--- src/shared/fcd_regs.svh ---
/*
  Constants of the floppy command decoder: opcodes, clock rate,
  field positions, fixed result and limit values and timing counts.
  Assumes a 100 MHz controller clock.
*/
`ifndef FCD_REGS_SVH
`define FCD_REGS_SVH
`define FCD_OP_READ_DATA 5'h06
`define FCD_OP_READ_DEL 5'h0C
`define FCD_OP_WRITE_DATA 5'h05
`define FCD_OP_WRITE_DEL 5'h09
`define FCD_OP_READ_TRACK 5'h02
`define FCD_OP_READ_ID 5'h0A
`define FCD_OP_FORMAT 5'h0D
`define FCD_OP_SCAN_EQ 5'h11
`define FCD_OP_SCAN_LE 5'h19
`define FCD_OP_SCAN_HE 5'h1D
`define FCD_OP_RECAL 5'h07
`define FCD_OP_SENSE_INT 5'h08
`define FCD_OP_SPECIFY 5'h03
`define FCD_OP_SENSE_DRV 5'h04
`define FCD_OP_SEEK 5'h0F
`define FCD_BIT_MT 7
`define FCD_BIT_MF 6
`define FCD_BIT_SK 5
`define FCD_BIT_HD 2
`define FCD_BIT_ND 0
`define FCD_ST0_INVALID 8'h80
`define FCD_MAX_CYL 8'h4C
`define FCD_SIZE_SHORT 8'h00
`define FCD_CLK_MHZ 100
`define FCD_STEP_UNIT_US 1000
`define FCD_SETTLE_UNIT_US 2000
`define FCD_RELEASE_UNIT_US 16000
`define FCD_CYC_PER_US 100
`define FCD_EXEC_CYC 16
`endif

--- src/shared/fcd_pkg.sv ---
/*
  Types of the floppy command decoder.
  Assumes fcd_regs.svh provides all numbers.
*/
package fcd_pkg;
  typedef enum logic [2:0] {
    FCD_IDLE = 3'b000,
    FCD_CMD = 3'b001,
    FCD_EXEC = 3'b011,
    FCD_RES = 3'b010
  } fcd_phase_e;
  typedef struct packed {
    logic multi_track_flag;
    logic double_density_select;
    logic ignore_deleted_marks;
    logic head_select_bit;
    logic drive_select_hi;
    logic drive_select_lo;
    logic [7:0] cyl;
    logic [7:0] head;
    logic [7:0] sector;
    logic [7:0] size_code;
    logic [7:0] last_sector_number;
    logic [7:0] gap3_length;
    logic [7:0] short_record_length;
    logic [7:0] scan_sector_stride;
    logic [7:0] target_cylinder;
  } fcd_param_s;
  typedef struct packed {
    logic [3:0] step_interval;
    logic [3:0] head_release_delay;
    logic [6:0] head_settle_time;
    logic no_dma_flag;
  } fcd_timing_s;
  typedef struct packed {
    logic [7:0] status_byte_zero;
    logic [7:0] status_byte_one;
    logic [7:0] status_byte_two;
    logic [7:0] drive_state_byte;
    logic [7:0] current_cylinder;
  } fcd_status_s;
endpackage

--- src/rtl/fcd_decoder.sv ---
/*
  Floppy controller command decoder: collects command bytes from the
  data register, decodes opcode and parameters, sequences command,
  execution and result phases and serves result bytes.
  Assumes the host follows the status handshake; execution-phase data
  movement and drive timing live in neighbouring blocks, fed by the
  decoded outputs and by the status inputs.
*/
// Behaviour
// [RULE_01] Select line low status, high data
// [RULE_02] Host holds select high for data
// [RULE_03] Don't-care command bits are ignored
// [RULE_04] Opcode 01100 starts read-deleted, nine bytes
// [RULE_05] Opcode 0 MF 001101 starts format, six bytes
// [RULE_06] Format returns three status, four ID
// [RULE_07] Opcode 10001 starts scan-equal with stride
// [RULE_08] Scan low/high compare, return status, ID
// [RULE_09] Read-ID returns status then found ID; code returns cylinder 0, head bit, sector 0, size 0 from param_out
// [RULE_10] Read-track reads index through last sector
// [RULE_11] Recalibrate steps selected head to zero
// [RULE_12] Sense interrupt returns status zero, cylinder
// [RULE_13] Sense drive returns one drive byte
// [RULE_14] Seek steps head to target cylinder
// [RULE_15] Invalid opcode returns one byte 80h
// [RULE_16] Cylinder is track index 0..76
// [RULE_17] Short length used only for size 00
// [RULE_18] Transfer ends after last sector number
// [RULE_19] Gap length sets sync-low bytes, gap 3
// [RULE_20] Head bit drives head select output
// [RULE_21] Settle 2..254 ms, release 16..240 ms
// [RULE_22] Density flag picks FM or MFM
// [RULE_23] Multi-track continues sector 1 side 1
// [RULE_24] Step interval 1..16 ms, F is 1
// [RULE_25] No-DMA flag selects non-DMA transfers
// [RULE_26] Skip flag skips deleted-mark sectors
// [RULE_27] Stride 1 consecutive, 2 alternate sectors
// [RULE_28] Count bytes, execute, wait all results
// [RULE_29] Latch every parameter for execution
`timescale 1ns/10ps
`include "fcd_regs.svh"
module fcd_decoder #(
  parameter int EXEC_CYC = `FCD_EXEC_CYC
) (
  input wire logic ref_clk_in,
  input wire logic nrst_in,
  input wire logic register_select_line_in,
  input wire logic wr_in,
  input wire logic rd_in,
  input wire logic [7:0] wr_data_in,
  input wire fcd_pkg::fcd_status_s status_in,
  output logic [7:0] rd_data_out,
  output logic busy_out,
  output logic dir_out_to_host_out,
  output logic exec_start_out,
  output logic [4:0] opcode_out,
  output fcd_pkg::fcd_param_s param_out,
  output fcd_pkg::fcd_timing_s timing_out,
  output logic head_select_out,
  output logic mfm_out,
  output logic use_short_len_out,
  output logic [7:0] cyl_index_out,
  output logic cyl_range_err_out,
  output logic step_to_zero_out,
  output logic step_to_target_out,
  output logic mt_continue_out,
  output logic [20:0] step_cyc_out,
  output logic [7:0] stride_out
);
  import fcd_pkg::*;
  localparam int CYC_PER_MS = `FCD_CYC_PER_US * `FCD_STEP_UNIT_US;

  fcd_phase_e phase_r, phase_nxt;
  logic [3:0] cnt_r;
  logic [3:0] len_r;
  logic [2:0] rlen_r;
  logic [15:0] exec_cnt_r;
  logic [7:0] res_r [0:6];
  logic [7:0] byte_r [0:8];
  logic [4:0] opcode_r;
  logic invalid_r;

  // Expected command length per opcode; zero marks an invalid opcode
  function automatic logic [3:0] cmd_len(input logic [4:0] op);
    unique case (op)
      `FCD_OP_READ_DATA, `FCD_OP_READ_DEL, `FCD_OP_WRITE_DATA, `FCD_OP_WRITE_DEL,
      `FCD_OP_READ_TRACK, `FCD_OP_SCAN_EQ, `FCD_OP_SCAN_LE, `FCD_OP_SCAN_HE: cmd_len = 4'h9;
      `FCD_OP_FORMAT: cmd_len = 4'h6;
      `FCD_OP_READ_ID, `FCD_OP_RECAL, `FCD_OP_SENSE_DRV: cmd_len = 4'h2;
      `FCD_OP_SEEK, `FCD_OP_SPECIFY: cmd_len = 4'h3;
      `FCD_OP_SENSE_INT: cmd_len = 4'h1;
      default: cmd_len = 4'h0;
    endcase
  endfunction

  // Result length per opcode
  function automatic logic [2:0] res_len(input logic [4:0] op);
    unique case (op)
      `FCD_OP_SENSE_INT: res_len = 3'h2;
      `FCD_OP_SENSE_DRV: res_len = 3'h1;
      `FCD_OP_RECAL, `FCD_OP_SEEK, `FCD_OP_SPECIFY: res_len = 3'h0;
      default: res_len = 3'h7;
    endcase
  endfunction

  // Bits 7..5 are modifiers for some codes; fixed zero for others
  // [RULE_03] modifier masking
  wire [4:0] op_in = wr_data_in[4:0];
  wire mods_ok = (op_in == `FCD_OP_READ_TRACK) ? !wr_data_in[7] :
                 (op_in == `FCD_OP_FORMAT || op_in == `FCD_OP_READ_ID)
                   ? (!wr_data_in[7] && !wr_data_in[5]) :
                 (cmd_len(op_in) == 4'h9) ? 1'b1 : (wr_data_in[7:5] == 3'h0);
  wire [4:0] op_eff = mods_ok ? op_in : 5'h1F;
  // [RULE_01] select line steers data or status
  wire data_wr = wr_in && register_select_line_in;
  wire data_rd = rd_in && register_select_line_in;
  wire [7:0] msr = {phase_r == FCD_CMD || phase_r == FCD_IDLE || phase_r == FCD_RES,
                    phase_r == FCD_RES, phase_r == FCD_EXEC && timing_out.no_dma_flag,
                    phase_r != FCD_IDLE, 4'h0};
  wire cmd_done = (phase_r == FCD_CMD) && data_wr && (cnt_r + 4'h1 == len_r);
  wire exec_done = (phase_r == FCD_EXEC) && (exec_cnt_r == 16'(EXEC_CYC - 1));
  wire res_done = (phase_r == FCD_RES) && data_rd && (cnt_r + 4'h1 == {1'b0, rlen_r});

  // [RULE_28] phase sequencing
  always_comb begin
    phase_nxt = phase_r;
    unique case (phase_r)
      FCD_IDLE: begin
        if (data_wr) begin
          phase_nxt = (cmd_len(op_eff) == 4'h1) ? FCD_EXEC :
                      (cmd_len(op_eff) == 4'h0) ? FCD_RES : FCD_CMD;
        end
      end
      FCD_CMD: if (cmd_done) phase_nxt = FCD_EXEC;
      FCD_EXEC: if (exec_done) phase_nxt = (rlen_r == 3'h0) ? FCD_IDLE : FCD_RES;
      FCD_RES: if (res_done) phase_nxt = FCD_IDLE;
    endcase
  end

  // Phase and byte counters
  always_ff @(posedge ref_clk_in) begin
    if (!nrst_in) begin
      phase_r <= FCD_IDLE;
      cnt_r <= 4'h0;
      len_r <= 4'h0;
      rlen_r <= 3'h0;
      opcode_r <= 5'h00;
      invalid_r <= 1'b0;
      exec_cnt_r <= 16'h0000;
    end else begin
      phase_r <= phase_nxt;
      exec_cnt_r <= (phase_r == FCD_EXEC) ? exec_cnt_r + 16'h0001 : 16'h0000;
      if (phase_r == FCD_IDLE && data_wr) begin
        opcode_r <= op_eff;
        len_r <= cmd_len(op_eff);
        // [RULE_15] invalid gives one result byte
        invalid_r <= (cmd_len(op_eff) == 4'h0);
        rlen_r <= (cmd_len(op_eff) == 4'h0) ? 3'h1 : res_len(op_eff);
        cnt_r <= (cmd_len(op_eff) == 4'h0) ? 4'h0 : 4'h1;
      end else if (cmd_done || exec_done || res_done) begin
        cnt_r <= 4'h0;
      end else if ((phase_r == FCD_CMD && data_wr) || (phase_r == FCD_RES && data_rd)) begin
        cnt_r <= cnt_r + 4'h1;
      end
    end
  end

  // [RULE_29] parameter holding registers
  always_ff @(posedge ref_clk_in) begin
    if (!nrst_in) begin
      for (int i = 0; i < 9; i++) byte_r[i] <= 8'h00;
    end else if (data_wr && (phase_r == FCD_IDLE || phase_r == FCD_CMD)) begin
      byte_r[phase_r == FCD_IDLE ? 4'h0 : cnt_r] <= wr_data_in;
    end
  end

  // Result bytes captured at the end of execution, or at the opcode write for an invalid opcode
  // [RULE_06] [RULE_09] status then ID bytes
  always_ff @(posedge ref_clk_in) begin
    if (!nrst_in) begin
      for (int i = 0; i < 7; i++) res_r[i] <= 8'h00;
    end else if (phase_r == FCD_IDLE && data_wr && cmd_len(op_eff) == 4'h0) begin
      res_r[0] <= `FCD_ST0_INVALID;
    end else if (exec_done) begin
      // [RULE_12] [RULE_13] sense results
      res_r[0] <= (opcode_r == `FCD_OP_SENSE_DRV) ? status_in.drive_state_byte
                                                   : status_in.status_byte_zero;
      res_r[1] <= (opcode_r == `FCD_OP_SENSE_INT) ? status_in.current_cylinder
                                                   : status_in.status_byte_one;
      res_r[2] <= status_in.status_byte_two;
      res_r[3] <= param_out.cyl;
      res_r[4] <= param_out.head;
      res_r[5] <= param_out.sector;
      res_r[6] <= param_out.size_code;
    end
  end

  // Decoded parameter views per opcode
  // [RULE_04] [RULE_07] [RULE_08] field layout of long commands
  wire long_cmd = (len_r == 4'h9);
  wire fmt_cmd = (opcode_r == `FCD_OP_FORMAT);
  wire seek_cmd = (opcode_r == `FCD_OP_SEEK);
  wire scan_cmd = (opcode_r == `FCD_OP_SCAN_EQ) || (opcode_r == `FCD_OP_SCAN_LE)
                  || (opcode_r == `FCD_OP_SCAN_HE);
  fcd_param_s par_w;
  assign par_w.multi_track_flag = byte_r[0][`FCD_BIT_MT];
  assign par_w.double_density_select = byte_r[0][`FCD_BIT_MF];
  assign par_w.ignore_deleted_marks = byte_r[0][`FCD_BIT_SK];
  assign par_w.head_select_bit = byte_r[1][`FCD_BIT_HD];
  assign par_w.drive_select_hi = byte_r[1][1];
  assign par_w.drive_select_lo = byte_r[1][0];
  // [RULE_05] format layout: size, sectors, gap 3, fill
  assign par_w.cyl = long_cmd ? byte_r[2] : 8'h00;
  assign par_w.head = long_cmd ? byte_r[3] : {7'h00, byte_r[1][`FCD_BIT_HD]};
  assign par_w.sector = long_cmd ? byte_r[4] : 8'h00;
  assign par_w.size_code = long_cmd ? byte_r[5] : (fmt_cmd ? byte_r[2] : 8'h00);
  // [RULE_10] [RULE_18] last sector stops transfer
  assign par_w.last_sector_number = long_cmd ? byte_r[6] : (fmt_cmd ? byte_r[3] : 8'h00);
  // [RULE_19] gap length for sync and gap 3
  assign par_w.gap3_length = long_cmd ? byte_r[7] : (fmt_cmd ? byte_r[4] : 8'h00);
  assign par_w.short_record_length = (long_cmd && !scan_cmd) ? byte_r[8]
                                     : (fmt_cmd ? byte_r[5] : 8'h00);
  assign par_w.scan_sector_stride = scan_cmd ? byte_r[8] : 8'h00;
  assign par_w.target_cylinder = seek_cmd ? byte_r[2] : 8'h00;

  // Registered outputs, refreshed once command bytes are complete
  always_ff @(posedge ref_clk_in) begin
    if (!nrst_in) begin
      param_out <= '0;
      timing_out <= '0;
      opcode_out <= 5'h00;
      exec_start_out <= 1'b0;
      head_select_out <= 1'b0;
      mfm_out <= 1'b0;
      use_short_len_out <= 1'b0;
      cyl_index_out <= 8'h00;
      cyl_range_err_out <= 1'b0;
      step_to_zero_out <= 1'b0;
      step_to_target_out <= 1'b0;
      mt_continue_out <= 1'b0;
      step_cyc_out <= 21'h00000;
      stride_out <= 8'h00;
    end else begin
      exec_start_out <= (phase_nxt == FCD_EXEC) && (phase_r != FCD_EXEC);
      step_to_zero_out <= 1'b0;
      step_to_target_out <= 1'b0;
      if (phase_r == FCD_EXEC && exec_cnt_r == 16'h0000) begin
        param_out <= par_w;
        opcode_out <= opcode_r;
        // [RULE_20] head bit to pin
        head_select_out <= par_w.head_select_bit;
        // [RULE_22] density select
        mfm_out <= par_w.double_density_select;
        // [RULE_17] short length only for size 00
        use_short_len_out <= (par_w.size_code == `FCD_SIZE_SHORT) && long_cmd;
        // [RULE_16] cylinder index range
        cyl_index_out <= seek_cmd ? par_w.target_cylinder : par_w.cyl;
        cyl_range_err_out <= (seek_cmd ? par_w.target_cylinder : par_w.cyl) > `FCD_MAX_CYL;
        // [RULE_11] recalibrate to track zero
        step_to_zero_out <= (opcode_r == `FCD_OP_RECAL);
        // [RULE_14] seek to target
        step_to_target_out <= seek_cmd;
        // [RULE_23] multi-track continuation
        mt_continue_out <= long_cmd && par_w.multi_track_flag && !par_w.head_select_bit;
        // [RULE_27] stride passed to scan engine
        stride_out <= par_w.scan_sector_stride;
        // [RULE_26] skip flag travels in param_out
        if (opcode_r == `FCD_OP_SPECIFY) begin
          // [RULE_21] [RULE_25] settle, release, no-DMA
          timing_out.step_interval <= byte_r[1][7:4];
          timing_out.head_release_delay <= byte_r[1][3:0];
          timing_out.head_settle_time <= byte_r[2][7:1];
          timing_out.no_dma_flag <= byte_r[2][`FCD_BIT_ND];
          // [RULE_24] F is 1 ms, E is 2 ms
          // Code 0 means 16 ms, so the count needs 21 bits at 100 MHz
          step_cyc_out <= 21'((5'h10 - {1'b0, byte_r[1][7:4]}) * CYC_PER_MS);
        end
      end
    end
  end

  // Host-facing read data and status bits
  always_ff @(posedge ref_clk_in) begin
    if (!nrst_in) begin
      rd_data_out <= 8'h00;
      busy_out <= 1'b0;
      dir_out_to_host_out <= 1'b0;
    end else begin
      busy_out <= (phase_nxt != FCD_IDLE);
      dir_out_to_host_out <= (phase_nxt == FCD_RES);
      rd_data_out <= register_select_line_in ? res_r[3'(cnt_r)] : msr;
    end
  end
endmodule

--- config.mk ---
export PLATFORM = sky130hd
export DESIGN_NAME = fcd_decoder
export DESIGN_NICKNAME = d
export VERILOG_FILES = /design/src/shared/fcd_pkg.sv /design/src/rtl/fcd_decoder.sv
export VERILOG_INCLUDE_DIRS = /design/src /design/src/shared
export SDC_FILE = /design/constraint.sdc
export NUM_CORES = 1
export LEC_CHECK = 0
export ABC_AREA = 1
export BUFFER_PORTS_ARGS = -buffer_cell sky130_fd_sc_hd__buf_2
export CAP_MARGIN = 20
export CORE_AREA = 2 2 235 237
export CTS_CLUSTER_DIAMETER = 30
export DETAILED_ROUTE_END_ITERATION = 8
export DIE_AREA = 0 0 237 239
export GPL_TIMING_DRIVEN = 0
export PLACE_DENSITY = 0.53
export RECOVER_POWER = 100
export SLEW_MARGIN = 10
export SYNTH_ARGS = -nofsm -noshare
export SYNTH_HDL_FRONTEND = slang
export SYNTH_SLANG_ARGS = --single-unit
--- constraint.sdc ---
create_clock -name ref_clk_in -period 4.3 [get_ports ref_clk_in]
set_input_delay 1.29 -clock ref_clk_in [delete_from_list [all_inputs] [get_ports ref_clk_in]]
set_output_delay 1.29 -clock ref_clk_in [all_outputs]
set_load 0.01 [all_outputs]
After elaboration in Yosys (flattened, before gate mapping)
Memory sizes are Yosys's and may differ from the RTL's. A register that Yosys moved wholly into a read port is not among the register bits. Index checks and enable logic that the tools add are counted.

Add/subtract/negate cells: 3. Multiply operators: 1. Magnitude comparators: 1. Equal/unequal tests: 29. Multiplexer cells: 69. Bitwise gates (word level): 8. Reductions and logical operators: 49.

Operators by type and width (number): $mux 8 (26); $mux 4 (14); $eq 5x4->1 const B (7); $mul 32x12->16 const B (1); $mux 3 (7); $eq 5x3->1 const B (4); $logic_and 1x1->1 (18); $add 16x1->16 const B (1); $eq 16x4->1 const B (1); $logic_not 16->1 (1); $logic_not 4->1 (4); $mux 1 (16); $eq 5x2->1 const B (3); $eq 5x5->1 const B (3); $eq 3x2->1 const B (4); $pmux 3 s4 (1); $logic_not 3->1 (3); $pmux 3 s3 (1); $reduce_bool 3->1 (3); $eq 4x4->1 const B (2); $gt 8x7->1 const B (1); $logic_not 8->1 (1); $logic_or 1x1->1 (8); $or 1x1->1 (8); other kinds (13) (22).

Bits in registers: 170. Bits in writable memories: 128. ROM bits: 896. Bits of input ports: 53. Output and inout port bits: 154. Logic and storage cells: 206. Memories kept: 9.

Memories: (no name shown) (depth 32, bits a word 4, read ports 1, clocked after memory_dff 0, write ports 0, RTL line fcd_decoder.sv:84) `unique case (op)`; (no name shown) (depth 32, bits a word 4, read ports 1, clocked after memory_dff 1, write ports 0, RTL line fcd_decoder.sv:84); (no name shown) (depth 32, bits a word 4, read ports 1, clocked after memory_dff 0, write ports 0, RTL line fcd_decoder.sv:84); (no name shown) (depth 32, bits a word 4, read ports 1, clocked after memory_dff 0, write ports 0, RTL line fcd_decoder.sv:84); (no name shown) (depth 32, bits a word 4, read ports 1, clocked after memory_dff 0, write ports 0, RTL line fcd_decoder.sv:84); (no name shown) (depth 32, bits a word 4, read ports 1, clocked after memory_dff 0, write ports 0, RTL line fcd_decoder.sv:84); 3 more memories.

Depth between registers and ports, before layout
An unclocked memory read counts as a cell.

Depth after elaboration: 16. Mapped depth: 26. Depth with buffers taken out: 25.

Worst setup path after synthesis
No wires, ideal clock.

Kind: input-to-reg. Start point: input port wr_data_in[0]. End point: memory res_r[0][0], enable pin. Setup time: 337 ps. Data arrival time: 3919 ps. Data required time: 3963 ps. Path slack: 44 ps. Stages on the path: 23. Path buffers: 1. Cell sequence: inv_1 clkbuf_1 ha_1 nor2_1 nand3_1 nand2_1 nand2_1 nand2_2 nand2_2 nand2_4 inv_2 nor2_1 inv_1 ha_1 nand2_2 nand2_1 nand2_1 nand2_1 a21oi_2 nand2_1 nor2_2 nand2_1 nand3_1.

RTL lines: start, declared (RTL line fcd_decoder.sv:49) `input wire logic [7:0] wr_data_in,`; end, declared (RTL line fcd_decoder.sv:77) `logic [7:0] res_r [0:6];`.

==> summary.txt <==
Final layout
  – Most frequent cells in the layout: 252 x nor2_1, 221 x nand2_1, 209 x clkbuf_1
  – Fin area: 17640 sq um
  – Layout Nets: ~1900
  – Most common cell after layout, fill and taps aside: nor2_1
  – Layout cells sized above 1: 12.48%
  – Synthesis-to-layout area growth: 31.75%

Clock network
  – Clock sinks: 299
  – Clock Latency Late Sink: a little under 0.6 ns
  – Number of H-tree levels: 3
  – Clock Tree Root: clkbuf_16
  – Clock tree from TritonCTS: done
  – CTS max path bufs: 3
  – CTS Hold Buffers Added: 0
  – Cts bufs inserted: 69
  – Clk slew on worst S/H paths: 0.05 ns

STA
  – Clk_skew: 0.01924 ns
  – Final setup vio count: 0
  – Final Hold Violating Endpoints: 0
  – Setup ws final: around 0.26 ns
  – Minimum hold slack: about 0.45 ns
  – Crit share post-route: 94.04%
  – Highest clock rate: roughly 250 MHz
  – Max-slew violations: 0
  – Setup_tns: 0 ns
  – Tmin final: 4.044 ns
  – Slew @ Worst Pin: 0.9212 ns
  – Max_slew headroom: 38.59%

Setup path
  – Crit-path max FO: 4
  – Arrival @ worst endpoint: around 4.5 ns
  – CP Buf/Inv Count: 6
  – Worst path cell trace: inv_2 -> ha_2 -> xnor2_2 -> buf_4 -> ha_1 -> ha_1 -> ha_1 -> inv_1 -> fa_1 -> inv_1 -> ha_1 -> inv_1 -> fa_1 -> nor2_1 -> nand2_1 -> nor2_1 -> nor2_1 -> nor2_1 -> o21ai_0 -> nand2_1 -> nand3_1 -> xnor2_1 -> o21ai_0 -> inv_1
  – Crit path launch type: flop
  – Critical path's top delay family: adder cells
  – Crit-path max cell delay: about 0.41 ns
  – Crit. End Element: flop
  – Worst Path Required: 4.77 ns
  – Slowest CP cell: fa_1
  – WS Path Type: flop to flop

Detailed routing
  – Routed WL per cell: about 19 microns
  – DRT Wirelength: 47620 microns
  – Routed vias: approximately 12000
  – First drt pass iteration count: 7
  – Vias per std cell: 4.610
  – Antenna-violating nets left: 0
  – DRC Markers: 0
  – Iter 0 DRT Violations: 977

Hold path
  – Min-delay worst type: flop to flop

Power and ir drop
  – Peak VDD IR: 0.0002414 V
  – P_leak: 7.100 nW
  – Power Density: between 500 and 600 nW/um^2

Placed design
  – GP Congestion: 0.8933
  – I/O Buffers: a little under 200
  – Post-DP HPWL: about 36000 microns
  – Pre-CTS setup slack: -1.165 ns
  – Area post-placement: 15300 sq um

Logic synthesis
  – Synth area leader: edfxtp_1
  – Cell Area, Synth: 13390 sq um
  – Yosys warning count: 0
  – Top cell type's share of synthesized area: 27.58%
  – Syn Inst Count: 1532
  – Avg Cell Area, Syn: 8.741 sq um
  – Post-synthesis cell type count: ~50
  – Post-synthesis sequential area ratio: a little over half
  – Top cells by area, synth: edfxtp_1 28%, dfxtp_1 26%, nor2_1 7.1%
  – Yosys reg bits: 299

GRT
  – Grt total ovfl: 0
  – First-pass GRT wire length: 69750 microns
  – Vias in the first global route: 11512
  – Initial antenna violation count: 3
  – Largest net degree at the start of global routing: 37
  – Gr usage total: roughly 17%

Die
  – Initial Utilization: 24.64%
  – Die H: 239 microns
  – Core Rows: 86
  – Area of the core: around 54000 sq um
  – Die area: 56640 sq um
  – # IOs: slightly above 200
  – Die Wd: 237 microns

Run status
  – Status: completed

Job
  – MaxCap Viol Count: 0
-- report_power, final --
part / switching, mW / total (mW) / internal (mW)
combinational: 0.663 / 0.962 / 0.299
sequential: 0.0985 / 3.20 / 3.10
clock: 1.70 / 5.44 / 3.73
-- path summary, 6_finish.rpt --
kind	cells past startpoint	endpoint	slack, ns	from
hold / removal	1	exec_cnt_r[0]$_SDFF_PN0_	0.45	exec_cnt_r[0]$_SDFF_PN0_
setup / recovery	24	step_cyc_out[20]$_SDFFE_PN0P_	0.26	byte_r[1][4]$_SDFFCE_PN0P_
hold reg to reg	1	exec_cnt_r[0]$_SDFF_PN0_	0.45	exec_cnt_r[0]$_SDFF_PN0_
setup reg to reg	24	step_cyc_out[20]$_SDFFE_PN0P_	0.26	byte_r[1][4]$_SDFFCE_PN0P_
-- cells in the mapped netlist (all sizes together) --
cell	instances
a31oi	13
o22ai	9
nor3b	2
o31ai	6
o2111ai	1
clkinv	10
xor2	11
a22o	5
nand3	68
o211ai	9
inv	160
xnor2	7
a211oi	13
a21oi	115
mux2i	7
nand3b	1
o21ai	113
buf	34
ha	49
conb	1
clkbuf	44
edfxtp	123
nor2	257
a22oi	18
nand4	12
a41oi	1
or4	1
o21bai	3
a221oi	1
nor3	15
nor4	7
dfxtp	176
nand2	231
o21a	3
a311oi	3
fa	3
-- layer usage --
layer  vias to the layer above  global-route usage (%)  routed length, microns
li1                       5727                       -                       -
met1                      5613                   20.54                   20160
met2                       434                   26.67                   22000
met3                        86                   4.492                    3830
met4                         2                   7.691                    1607
met5                         -                       0                      12
-- per-stage QoR --
step | util [%] | std cells | total power [mW]
2_1_floorplan | - | 1536 | 3.814
3_3_place_gp | 28.12 | 2438 | 4.191
3_5_place_dp | 28.16 | 2439 | 4.198
4_1_cts | 32.69 | 2568 | 9.668
5_1_grt | 32.46 | 2571 | 9.948
6_report | 32.47 | 2573 | 9.597
-- cell type report --
class / instances / area, sq um
Timing Repair Buffer: 203 / 865.8
Tap cell: 704 / 880.8
Clock buffer: 91 / 1944
Buffer: 78 / 357.8
Clock inverter: 37 / 494.2
Multi-Input combinational cell: 989 / 5238
Fill cell: 5680 / 36700
Antenna cell: 2 / 5.005
Inverter: 170 / 640.6
Sequential cell: 299 / 7217
-- cells by family (layout without fill, tap and decap cells) --
| group | after synthesis | in the layout | share of synthesized area (%) |
|---|---|---|---|
| AOI/OAI and AO/OA | 313 | 313 | 13.31 |
| buffers and inverters | 248 | 579 | 7.540 |
| xor gates and xnor gates | 18 | 18 | 1.177 |
| adders and majority gates | 52 | 52 | 5.027 |
| other | 1 | 7 | 0.02800 |
| muxes | 7 | 7 | 0.5232 |
| and+or+nand+nor | 594 | 594 | 18.50 |
| DFF | 299 | 299 | 53.89 |
-- sequential cells by signal, summed over array words and instances (netlist names), 3 cells and up, named ones only --
name	cells
exec_cnt_r	16
opcode_r	5
byte_r	67
cnt_r	4
rd_data_out	8
cyl_index_out	8
rlen_r	3
step_cyc_out	15
len_r	4
opcode_out	5
phase_r	3
timing_out	16
res_r	56
param_out	76
-- repair_timing --
action                                 CTS  global route
setup buffers                            1             3
pin swaps                                0             2
resized for setup                        5            18
setup endpoints to repair               18            17
endpoints found under the hold margin    0             0
No activity file was read; power rests on OpenSTA's default activity.
